`src/sdp_consts.svh`:
```
// Constants for the sleep, doze and idle power controller
// Assumes a 250 MHz system clock and an 8-bit register port
`ifndef SDP_CONSTS_SVH
`define SDP_CONSTS_SVH
// Overview of operation
// - Pin, brown-out and power-on events reset the device; watchdog or interrupt resumes execution
// - Every wake-up from Sleep clears the watchdog
// - Enabled pending interrupt wakes the device even with global interrupts off
// - Sleep with interrupt already pending is a no-op; status and watchdog untouched
// - Otherwise Sleep completes: clear watchdog, set timeout bit, clear powerdown bit
// - Crystal oscillator wake waits 1024 oscillator periods; other clock modes skip it
// - Interrupt wake vectors to the service routine if enabled, else continues inline
// - Regulator bit 1 selects low-power Sleep when set; resets to zero
// - Low-power Sleep adds a regulator stabilisation delay on wake-up
// - Regulator bit 0 reads one and resets one; software writes one
// - Regulator bits 7-2 and doze bit 3 read as zero
// - Idle enable makes Sleep stop only the CPU clock; reset by power-on or brown-out
// - Doze enable slows the CPU to the doze ratio; hardware or software change it
// - Recover-on-interrupt clears doze enable at service routine entry
// - Doze-on-exit sets doze enable at return from interrupt
// - Doze ratio code 0 gives 1:2, each step doubles, code 7 gives 1:256
// - Debug state forces full CPU speed without altering doze enable
// - While dozing the CPU runs one cycle in every N peripheral cycles
// - Any interrupt ends Idle even with global interrupts off; idle enable kept
// - Watchdog time-out in Sleep wakes, resumes and updates the status bits
`define SDP_ADDR_REGULATOR 4'h0
`define SDP_ADDR_DOZE      4'h1
`define SDP_ADDR_STATUS    4'h2
`define SDP_REG_PM_BIT     1
`define SDP_REG_RESET      8'h01
`define SDP_DOZE_IDLE_BIT  7
`define SDP_DOZE_EN_BIT    6
`define SDP_DOZE_ROI_BIT   5
`define SDP_DOZE_DOE_BIT   4
`define SDP_STAT_TMO_BIT   1
`define SDP_STAT_PWD_BIT   0
`define SDP_CLK_PERIOD_NS  4
`define SDP_OSC_PERIOD_NS  4
`define SDP_OST_PERIODS    1024
`define SDP_OST_CYCLES     (`SDP_OST_PERIODS * `SDP_OSC_PERIOD_NS / `SDP_CLK_PERIOD_NS)
`define SDP_STAB_TIME_NS   2000
`define SDP_STAB_CYCLES    ((`SDP_STAB_TIME_NS + `SDP_CLK_PERIOD_NS - 1) / `SDP_CLK_PERIOD_NS)
`endif

```
`src/sdp_pkg.sv`:
```
// Types for the sleep, doze and idle power controller
// Assumes nothing beyond the consts header
package sdp_pkg;
  typedef enum logic [4:0] {
    ST_RUN   = 5'b00001,
    ST_SLEEP = 5'b00010,
    ST_IDLE  = 5'b00100,
    ST_OST   = 5'b01000,
    ST_STAB  = 5'b10000
  } sdp_state_e;
  typedef logic [10:0] sdp_count_t;
endpackage

```
`src/sdp_power_ctrl.sv`:
```
// Sleep, Idle and Doze power controller with its two control registers
// Assumes core strobes and interrupt summary on clk; reset pin is asynchronous
//
// The register addresses and the strobed register port were left to the implementer.
`timescale 1ns/1ns
`include "sdp_consts.svh"
module sdp_power_ctrl
  import sdp_pkg::*;
(
  input  wire logic       clk,
  input  wire logic       rst_n,
  input  wire logic       extResetPin_n,
  input  wire logic       brownoutEvent,
  input  wire logic       porEvent,
  input  wire logic       sleepExec,
  input  wire logic       intPending,
  input  wire logic       globalIntEnable,
  input  wire logic       watchdogTimeout,
  input  wire logic       isrEntry,
  input  wire logic       retfieExec,
  input  wire logic       inCircuitDebugState,
  input  wire logic       crystalOscMode,
  input  wire logic [3:0] regAddr,
  input  wire logic [7:0] regWrData,
  input  wire logic       regWr,
  input  wire logic       regRd,
  output logic      [7:0] regRdData,
  output logic            cpuClkEn,
  output logic            sysClkEn,
  output logic            cpuCycleEn,
  output logic            watchdogClear,
  output logic            timeoutStatus,
  output logic            powerdownStatus,
  output logic            vectorToIsr,
  output logic            resumeInline,
  output logic            deviceReset,
  output logic            regLowPowerSleep
);

  // ****************************************************
  // Functions
  // ****************************************************
  function automatic logic [7:0] dozeLast(input logic [2:0] code);
    dozeLast = 8'((9'h002 << code) - 9'h001);
  endfunction

  // ****************************************************
  // State
  // ****************************************************
  sdp_state_e state;
  sdp_state_e next_state;
  sdp_count_t cnt;
  sdp_count_t next_cnt;
  logic       byInt;
  logic       next_byInt;
  logic       idleEnable;
  logic       next_idleEnable;
  logic       dozeEnable;
  logic       next_dozeEnable;
  logic       recoverOnInt;
  logic       next_recoverOnInt;
  logic       dozeOnExit;
  logic       next_dozeOnExit;
  logic [2:0] dozeRatio;
  logic [2:0] next_dozeRatio;
  logic [7:0] dozeCnt;
  logic [7:0] next_dozeCnt;
  logic       next_regLowPowerSleep;
  logic [7:0] next_regRdData;
  logic       next_cpuClkEn;
  logic       next_sysClkEn;
  logic       next_cpuCycleEn;
  logic       next_watchdogClear;
  logic       next_timeoutStatus;
  logic       next_powerdownStatus;
  logic       next_vectorToIsr;
  logic       next_resumeInline;
  logic       next_deviceReset;
  logic       pinMeta;
  logic       pinSync_n;
  logic       fullReset;
  logic       anyReset;
  logic       wake;
  logic       finish;

  // ****************************************************
  // Reset pin synchroniser
  // ****************************************************
  always_ff @(posedge clk) begin
    if (!rst_n) begin
      pinMeta   <= 1'b1;
      pinSync_n <= 1'b1;
    end else begin
      pinMeta   <= extResetPin_n;
      pinSync_n <= pinMeta;
    end
  end

  assign fullReset = brownoutEvent | porEvent;
  assign anyReset  = fullReset | ~pinSync_n;
  assign wake      = intPending | watchdogTimeout;

  // ****************************************************
  // Next-state logic
  // ****************************************************
  always_comb begin
    next_state            = state;
    next_cnt              = cnt;
    next_byInt            = byInt;
    next_idleEnable       = idleEnable;
    next_dozeEnable       = dozeEnable;
    next_recoverOnInt     = recoverOnInt;
    next_dozeOnExit       = dozeOnExit;
    next_dozeRatio        = dozeRatio;
    next_regLowPowerSleep = regLowPowerSleep;
    next_timeoutStatus    = timeoutStatus;
    next_powerdownStatus  = powerdownStatus;
    next_watchdogClear    = 1'b0;
    next_vectorToIsr      = 1'b0;
    next_resumeInline     = 1'b0;
    next_deviceReset      = 1'b0;
    next_regRdData        = 8'h00;
    finish                = 1'b0;

    // Software access
    if (regWr) begin
      case (regAddr)
        `SDP_ADDR_REGULATOR: begin
          next_regLowPowerSleep = regWrData[`SDP_REG_PM_BIT];
        end
        `SDP_ADDR_DOZE: begin
          next_idleEnable   = regWrData[`SDP_DOZE_IDLE_BIT];
          next_dozeEnable   = regWrData[`SDP_DOZE_EN_BIT];
          next_recoverOnInt = regWrData[`SDP_DOZE_ROI_BIT];
          next_dozeOnExit   = regWrData[`SDP_DOZE_DOE_BIT];
          next_dozeRatio    = regWrData[2:0];
        end
        default: begin
        end
      endcase
    end
    if (regRd) begin
      case (regAddr)
        `SDP_ADDR_REGULATOR: begin
          next_regRdData = {6'h00, regLowPowerSleep, 1'b1};
        end
        `SDP_ADDR_DOZE: begin
          next_regRdData = {idleEnable, dozeEnable, recoverOnInt, dozeOnExit, 1'b0, dozeRatio};
        end
        `SDP_ADDR_STATUS: begin
          next_regRdData = {6'h00, timeoutStatus, powerdownStatus};
        end
        default: begin
        end
      endcase
    end

    // Hardware edits of doze enable win over a software write
    if (isrEntry && recoverOnInt) begin
      next_dozeEnable = 1'b0;
    end
    if (retfieExec && dozeOnExit) begin
      next_dozeEnable = 1'b1;
    end

    // Sleep sequencer
    unique case (state)
      ST_RUN: begin
        if (sleepExec && !intPending) begin
          next_watchdogClear   = 1'b1;
          next_timeoutStatus   = 1'b1;
          next_powerdownStatus = 1'b0;
          next_state           = idleEnable ? ST_IDLE : ST_SLEEP;
        end
      end
      ST_SLEEP, ST_IDLE: begin
        if (wake) begin
          next_byInt         = intPending;
          next_watchdogClear = 1'b1;
          if (!intPending) begin
            next_timeoutStatus = 1'b0;
          end
          if (state == ST_SLEEP && crystalOscMode) begin
            next_state = ST_OST;
            next_cnt   = sdp_count_t'(`SDP_OST_CYCLES - 1);
          end else if (state == ST_SLEEP && regLowPowerSleep) begin
            next_state = ST_STAB;
            next_cnt   = sdp_count_t'(`SDP_STAB_CYCLES - 1);
          end else begin
            finish = 1'b1;
          end
        end
      end
      ST_OST: begin
        next_watchdogClear = 1'b1;
        if (cnt != '0) begin
          next_cnt = cnt - 1'b1;
        end else if (regLowPowerSleep) begin
          next_state = ST_STAB;
          next_cnt   = sdp_count_t'(`SDP_STAB_CYCLES - 1);
        end else begin
          finish = 1'b1;
        end
      end
      ST_STAB: begin
        if (cnt != '0) begin
          next_cnt = cnt - 1'b1;
        end else begin
          finish = 1'b1;
        end
      end
    endcase

    if (finish) begin
      next_state        = ST_RUN;
      next_vectorToIsr  = next_byInt & globalIntEnable;
      next_resumeInline = ~(next_byInt & globalIntEnable);
    end

    // Device resets override everything except read data and idle enable, which only brown-out or power-on clears
    if (anyReset) begin
      next_state            = ST_RUN;
      next_cnt              = '0;
      next_byInt            = 1'b0;
      next_dozeEnable       = 1'b0;
      next_recoverOnInt     = 1'b0;
      next_dozeOnExit       = 1'b0;
      next_dozeRatio        = 3'h0;
      next_regLowPowerSleep = 1'b0;
      next_timeoutStatus    = 1'b1;
      next_powerdownStatus  = 1'b1;
      next_watchdogClear    = 1'b1;
      next_vectorToIsr      = 1'b0;
      next_resumeInline     = 1'b0;
      next_deviceReset      = 1'b1;
      if (fullReset) begin
        next_idleEnable = 1'b0;
      end
    end

    // Clock gates and doze pacing
    next_cpuClkEn = (next_state == ST_RUN);
    next_sysClkEn = (next_state == ST_RUN) || (next_state == ST_IDLE);
    if (!next_cpuClkEn || !dozeEnable || inCircuitDebugState || dozeCnt == dozeLast(dozeRatio)) begin
      next_dozeCnt = 8'h00;
    end else begin
      next_dozeCnt = dozeCnt + 8'h01;
    end
    next_cpuCycleEn = next_cpuClkEn &&
                      (inCircuitDebugState || !next_dozeEnable || next_dozeCnt == 8'h00);
  end

  // ****************************************************
  // Registers
  // ****************************************************
  always_ff @(posedge clk) begin
    if (!rst_n) begin
      state            <= ST_RUN;
      cnt              <= '0;
      byInt            <= 1'b0;
      idleEnable       <= 1'b0;
      dozeEnable       <= 1'b0;
      recoverOnInt     <= 1'b0;
      dozeOnExit       <= 1'b0;
      dozeRatio        <= 3'h0;
      dozeCnt          <= 8'h00;
      regLowPowerSleep <= 1'b0;
      regRdData        <= 8'h00;
      cpuClkEn         <= 1'b1;
      sysClkEn         <= 1'b1;
      cpuCycleEn       <= 1'b1;
      watchdogClear    <= 1'b1;
      timeoutStatus    <= 1'b1;
      powerdownStatus  <= 1'b1;
      vectorToIsr      <= 1'b0;
      resumeInline     <= 1'b0;
      deviceReset      <= 1'b1;
    end else begin
      state            <= next_state;
      cnt              <= next_cnt;
      byInt            <= next_byInt;
      idleEnable       <= next_idleEnable;
      dozeEnable       <= next_dozeEnable;
      recoverOnInt     <= next_recoverOnInt;
      dozeOnExit       <= next_dozeOnExit;
      dozeRatio        <= next_dozeRatio;
      dozeCnt          <= next_dozeCnt;
      regLowPowerSleep <= next_regLowPowerSleep;
      regRdData        <= next_regRdData;
      cpuClkEn         <= next_cpuClkEn;
      sysClkEn         <= next_sysClkEn;
      cpuCycleEn       <= next_cpuCycleEn;
      watchdogClear    <= next_watchdogClear;
      timeoutStatus    <= next_timeoutStatus;
      powerdownStatus  <= next_powerdownStatus;
      vectorToIsr      <= next_vectorToIsr;
      resumeInline     <= next_resumeInline;
      deviceReset      <= next_deviceReset;
    end
  end
endmodule

```
`config.mk`:
```
export PLATFORM = sky130hd
export DESIGN_NAME = sdp_power_ctrl
export DESIGN_NICKNAME = d
export VERILOG_FILES = /design/src/sdp_pkg.sv /design/src/sdp_power_ctrl.sv
export VERILOG_INCLUDE_DIRS = /design/src
export SDC_FILE = /design/constraint.sdc
export NUM_CORES = 1
export LEC_CHECK = 0
export ABC_AREA = 1
export BUFFER_PORTS_ARGS = -buffer_cell sky130_fd_sc_hd__clkbuf_2
export CORE_MARGIN = 5
export CORE_UTILIZATION = 50
export DETAILED_ROUTE_END_ITERATION = 8
export PLACE_DENSITY = 0.75
export SLEW_MARGIN = 20
export SYNTH_ARGS = -nofsm -noshare
export SYNTH_HDL_FRONTEND = slang
export SYNTH_SLANG_ARGS = --single-unit
export TNS_END_PERCENT = 100
```
`constraint.sdc`:
```
create_clock -name clk -period 1.8 [get_ports clk]
set_input_delay 0 -clock clk [delete_from_list [all_inputs] [get_ports clk]]
set_output_delay 0 -clock clk [all_outputs]
set_load 0.1 [all_outputs]
```
; After elaboration in Yosys (flattened, before gate mapping)
; Cells that the tools add are included.
[totals]
register_bits = 52
in_bits = 27
output_inout_bits = 18
elab_cells = 125
[classes]
add_sub_neg = 3
n_eq_ne = 16
shift = 1
n_mux = 45
bitwise = 8
n_reduce_logical = 30
[op_table]
columns = operator, count
row1 = 11-bit two-way mux, 6
row2 = 5-bit two-way mux, 8
row3 = 11-bit case mux with 3 select lines, 1
row4 = 8-bit case mux with 3 select lines, 1
row5 = 1-bit two-way mux, 23
row6 = 5-bit case mux with 3 select lines, 1
row7 = 11-bit nonzero test, 1
row8 = 11-bit by 1-bit subtractor with 11-bit output (second input constant), 1
row9 = 5-bit by 1-bit == test with 1-bit output (second input constant), 2
row10 = 5-bit by 3-bit == test with 1-bit output (second input constant), 2
row11 = 8-bit by 1-bit adder with 8-bit output (second input constant), 1
row12 = 8-bit == test, 1
row13 = 8-bit zero test, 1
row14 = 8-bit two-way mux, 1
row15 = 2-bit inequality test (second input constant), 4
row16 = 2-bit AND reduction, 4
row17 = 2-bit by 3-bit left shift with 8-bit output (first input constant), 1
row18 = 8-bit by 1-bit subtractor with 8-bit output (second input constant), 1
row19 = 1-bit logical AND, 6
row20 = 1-bit logical OR, 6
row21 = 3-bit inequality test (second input constant), 2
row22 = 1-bit case mux with 3 select lines, 2
row23 = 5-bit by 2-bit == test with 1-bit output (second input constant), 1
row24 = 5-bit by 4-bit == test with 1-bit output (second input constant), 1
row25 = 16 further kinds, 25

; Longest topological paths before layout
[depth]
ltp_word = 17
mapped_depth = 15
ltp_nobuf = 15

; Worst setup path after synthesis
; Ideal clock, no wire load.
[synth_path]
path_type = register to register
from = register regLowPowerSleep
to = register cpuCycleEn
setup_time_ns = 0.120
t_arrival_ns = 2.166
t_required_ns = 1.680
setup_slack_ns = -0.486
stages_incl_launch_ff = 12
path_buffers = 0
synth_period_minus_slack_ns = 2.286
path_cell_list = dfxtp_1 > nand4_1 > nand3_1 > nand2_1 > nand2_1 > nand2_1 > o21bai_2 > nand3_2 > nor2_4 > o41ai_1 > nand2_1 > a21oi_1
[synth_between]
elab_chain_len = 16
elab_cells_between_ends = 24
classes_between = eq/ne (1) / mux (15) / reduce/logical (8)
[synth_rtl]
columns = element, line
row1 = from (decl), sdp_power_ctrl.sv:37  ; output logic regLowPowerSleep
row2 = from (signal assigned), sdp_power_ctrl.sv:288  ; regLowPowerSleep <= next_regLowPowerSleep;
row3 = 1-bit logical AND, sdp_power_ctrl.sv:186  ; end else if (state == ST_SLEEP && regLowPowerSleep) begin
row4 = 5-bit two-way mux / 1-bit two-way mux (equally long branches), sdp_power_ctrl.sv:186
row5 = 5-bit two-way mux / 1-bit two-way mux (equally long branches), sdp_power_ctrl.sv:183  ; if (state == ST_SLEEP && crystalOscMode) begin
row6 = 5-bit two-way mux / 1-bit two-way mux (equally long branches), sdp_power_ctrl.sv:177  ; if (wake) begin
row7 = 5-bit case mux with 3 select lines / 1-bit case mux with 3 select lines (equally long branches), sdp_power_ctrl.sv:167  ; unique case (state)
row8 = 5-bit two-way mux *, sdp_power_ctrl.sv:214  ; if (finish) begin
row9 = 5-bit two-way mux *, sdp_power_ctrl.sv:221  ; if (anyReset) begin
row10 = 5-bit by 1-bit == test with 1-bit output *, sdp_power_ctrl.sv:242  ; next_cpuClkEn = (next_state == ST_RUN);
row11 = 1-bit zero test, sdp_power_ctrl.sv:244  ; if (!next_cpuClkEn || !dozeEnable || inCircuitDebugState || dozeCnt == dozeLast(dozeRatio)) begin
row12 = 1-bit logical OR (3 in series), sdp_power_ctrl.sv:244
row13 = 8-bit two-way mux, sdp_power_ctrl.sv:244
row14 = 8-bit zero test, sdp_power_ctrl.sv:250  ; (inCircuitDebugState || !next_dozeEnable || next_dozeCnt == 8'h00);
row15 = 1-bit logical OR, sdp_power_ctrl.sv:250
row16 = 1-bit logical AND *, sdp_power_ctrl.sv:249  ; next_cpuCycleEn = next_cpuClkEn &&
row17 = to (signal assigned), sdp_power_ctrl.sv:292  ; cpuCycleEn <= next_cpuCycleEn;
row18 = to (decl), sdp_power_ctrl.sv:30  ; output logic cpuCycleEn,
; Mark *: on every way between the ends. The rest lies on a longest branch, timed or not.
; A chain may end at the register's enable or synchronous reset.

; Worst setup path after layout
[layout_path]
from = register dozeRatio[1]
to = register cpuCycleEn
[layout_between]
elab_chain_len = 8
[layout_rtl]
columns = element, line
row1 = from (decl), sdp_power_ctrl.sv:64  ; logic [2:0] dozeRatio;
row2 = from (signal assigned), sdp_power_ctrl.sv:286  ; dozeRatio <= next_dozeRatio;
row3 = 2-bit by 3-bit left shift with 8-bit output, sdp_power_ctrl.sv:44  ; dozeLast = 8'((9'h002 << code) - 9'h001);
row4 = 8-bit by 1-bit subtractor with 8-bit output, sdp_power_ctrl.sv:44
row5 = 8-bit == test, sdp_power_ctrl.sv:244
row6 = 1-bit logical OR, sdp_power_ctrl.sv:244
row7 = 8-bit two-way mux, sdp_power_ctrl.sv:244
row8 = 8-bit zero test, sdp_power_ctrl.sv:250
row9 = 1-bit logical OR, sdp_power_ctrl.sv:250
row10 = 1-bit logical AND, sdp_power_ctrl.sv:249
; Every way passes these cells.

==> summary.txt <==
Clock tree
  • CTS tree: built
  • CTS root buf: clkbuf_8
  • Clk slew on worst S/H paths: around 0.10 ns
  • Number of buffers created by CTS: 5
  • # H-tree levels: 2
  • Worst-skew pair later-pin latency: 0.31 ns
  • Clk sinks: 51
  • Maximum root-to-sink buffer count: 2

Synthesis
  • Largest family of logic cells by synthesized area: simple AND/OR/NAND/NOR gates
  • Syn_nets: 398
  • Top-area cell type share of the netlist area: 38.5%
  • Synth Flop Type: dfxtp_1
  • XOR/XNOR share of the synthesized area: 4.62%
  • Post-synthesis simple-gate area fraction: 33.4%
  • Sequential share of the synthesized area: about two fifths
  • Post-synth EDFFs: 0
  • Post-synthesis mux area share: 0%
  • Ys async rst share: 0%
  • Biggest area consumer among synthesized cells: dfxtp_1
  • Syn_area_per_cell: 7.23 um^2
  • Post-synthesis cell count: 367
  • Adder and majority gate portion of the synthesized area: around 1.9%
  • Post-Syn Area: 2650 um^2
  • Synth warn: 0
  • Synth Area in Compound Gates: between 10% and 20%
  • Post-synth cell types: 38
  • Synth top area cells: dfxtp_1 (38%), nand2_1 (10%), inv_1 (7.1%), nor2_1 (5.8%), xor2_1 (4.3%)
  • Yosys reg bits: 51

Drt
  • Pre-antenna DRT Iters: 6
  • DR iter-0 viols: 166
  • Vias: 2,889
  • WL final: 7860 um
  • WL/cell: ~14 um
  • Vias/cell: 5.23
  • Final ANT Viol Nets: 0
  • DRC viols: 0

Power
  • Pwr dens: 566 nW/um^2
  • Leak pwr: approximately 1.7 nW
  • Max rail drop VDD: between 0.3 and 0.4 mV

Global routing
  • Global-route wire length before repair: 12,600 um
  • Initial antenna violation count: 0
  • Number of global-route vias before repair: between 2,000 and 3,000
  • Largest net degree at the start of global routing: 17
  • Tot GR Track Use: 21.8%
  • Total grt overflow: 0

STA
  • Final Slew Violations: 0
  • RSZ-0062 raised after global routing: true
  • Worst Tran Pin Value: 0.546 ns
  • Relative slew slack: around 64%
  • Final hold viol count: 0
  • Final Cycle Share: 115%
  • # setup viols final: 14
  • Peak Freq: 485 MHz
  • Final min period: 2.06 ns
  • Final Skew: 0.00404 ns
  • Final setup TNS: -2.05 ns
  • Min setup slack post-route: -0.263 ns

Layout
  • Area of the multi-input gates: 1590 um^2
  • Final Instance Area: 3850 um^2
  • Area grow syn2layout: 45.3%
  • Storage cell area: 1050 um^2
  • Layout cells sized above 1: 37.8%
  • # fillers: 381
  • Post-layout net count: approximately 510
  • Antenna cells: 0
  • Layout Cells excl Fill: about 550

Critical path
  • Setup Crit Path Kind: reg -> reg
  • RR Startpoint: dozeRatio[1]
  • Startpoint types: register
  • CP required: around 2.0 ns
  • CP arrival: around 2.3 ns
  • Setup slack, reg-to-reg: -0.26 ns
  • Worst Path Max Fanout: 6
  • Critical R2R Capture: cpuCycleEn
  • Worst R2R Path Depth: 14
  • Critical path endpoint category: register

Placed design
  • Port Buffers: 42
  • DP Cell Count: 512
  • HPWL Detailed: roughly 5000 um
  • GPL Wtd Cong: around 0.96
  • Area post-placement: 3220 um^2

Status
  • Failing checks: setup timing
  • Outcome: finished, violations left

Worst hold path
  • HP Class: in -> reg
  • Worst Hold Depth: 3
  • Hold Path End: cpuCycleEn
  • Min-delay src: inCircuitDebugState

Run
  • Number of max-cap violations: 0

Floorplanning
  • Die span in x: 82.8 um
  • Die footprint: 6860 um^2
  • Rows: 26
  • # IOs: between 40 and 50
  • Core area: about 5100 um^2
  • Die H: between 80 and 90 um
  • Initial Utilization: 51.6%
==> cell type report <==
type / instances / area share [%]
Sequential cell: 51 / 27.2
Tap cell: 70 / 2.27
Clock inverter: 3 / 1.14
Clock buffer: 5 / 1.79
Timing Repair Buffer: 113 / 20.9
Multi-Input combinational cell: 254 / 41.1
Inverter: 56 / 5.58
==> cell usage in the layout, fill, tap and decap left out, types with 11 or more instances in the layout <==
cell type,n
dfxtp_1,42
clkbuf_2,42
a21oi_1,15
xor2_1,13
nand3_1,14
inv_2,11
o21ai_0,12
inv_1,43
dlygate4sd3_1,16
nor2_1,32
buf_4,51
nand2_1,69
==> synth_stat cells (6+ instances only) <==
cell,n
nor3_2,6
xor2_1,13
inv_1,50
nand4_1,9
nand3_2,6
nand3_1,19
dfxtp_1,51
nor3_1,11
a21oi_1,16
o21ai_0,15
nor2_1,41
nand2_1,74
==> worst max path at each step <==
| stage | start | to | slack, ns | cells past startpoint |
|---|---|---|---|---|
| 2_1_floorplan | dozeRatio[1] | cpuCycleEn | 0.02 | 14 |
| 3_3_place_gp | dozeRatio[0] | cpuCycleEn | -0.03 | 14 |
| 3_5_place_dp | dozeRatio[0] | cpuCycleEn | -0.13 | 13 |
| 4_1_cts | dozeRatio[1] | cpuCycleEn | -0.04 | 14 |
| 5_1_grt | dozeRatio[2] | cpuCycleEn | -0.35 | 14 |
| 6_report | dozeRatio[1] | cpuCycleEn | -0.26 | 14 |
==> critical path, cell delays in order, from the launching register on <==
cell and delay [ns]:
dfxtp_4 0.37, nor2_4 0.11, nand2_2 0.08, ha_4 0.18, nand3_2 0.08, nand3_2 0.08
a21oi_2 0.17, xor2_1 0.17, nor2_1 0.08, nand2_1 0.12, nand2_2 0.08, nor2_4 0.17
o41ai_2 0.11, nand2_1 0.08, a21oi_1 0.05
==> per-stage QoR <==
step	setup WS [ns]	power, mW	hold WS, ns	utilization, %
finish	-0.263	2.18	0.0322	75.0
global placement	-0.0276	1.36	0.189	62.7
floorplan	0.0238	1.29	0.0841	-
CTS	-0.0434	2.19	0.0198	71.4
detailed placement	-0.133	1.36	0.189	62.7
global route	-0.351	2.27	0.0537	75.0
==> metal layers <==
layer | routed length (um) | track usage [%]
met5 | 0 | 0
met2 | 3990 | 36.8
met1 | 3160 | 26.7
met4 | 219 | 9.81
met3 | 488 | 4.26
==> sequential cells by signal, indices dropped and copies added (netlist names), 3 cells and up <==
signal / cells
dozeCnt: 8
regRdData: 7
dozeRatio: 3
state: 5
cnt: 11
==> logic make-up (layout without fill, tap and decap cells) <==
family,Yosys count,count (layout)
compound gates,54,54
simple gates,181,181
flops,51,51
xor+xnor,14,14
fa+ha+maj,4,4
other cells,1,1
buf+inv,62,177
==> what timing repair did <==
item	in CTS	in global routing
hold buffers	16	0
endpoints found under the setup margin	13	19
hold endpoints to repair	14	0
setup buffers	8	8
gates resized for setup	33	35
pin swaps	13	13
==> report_power, final <==
group | total [mW] | switching (mW) | internal [mW]
logic | 0.236 | 0.148 | 0.0878
clock network | 0.811 | 0.397 | 0.415
registers | 1.13 | 0.00550 | 1.13
Power figures use the tool's default switching activity.
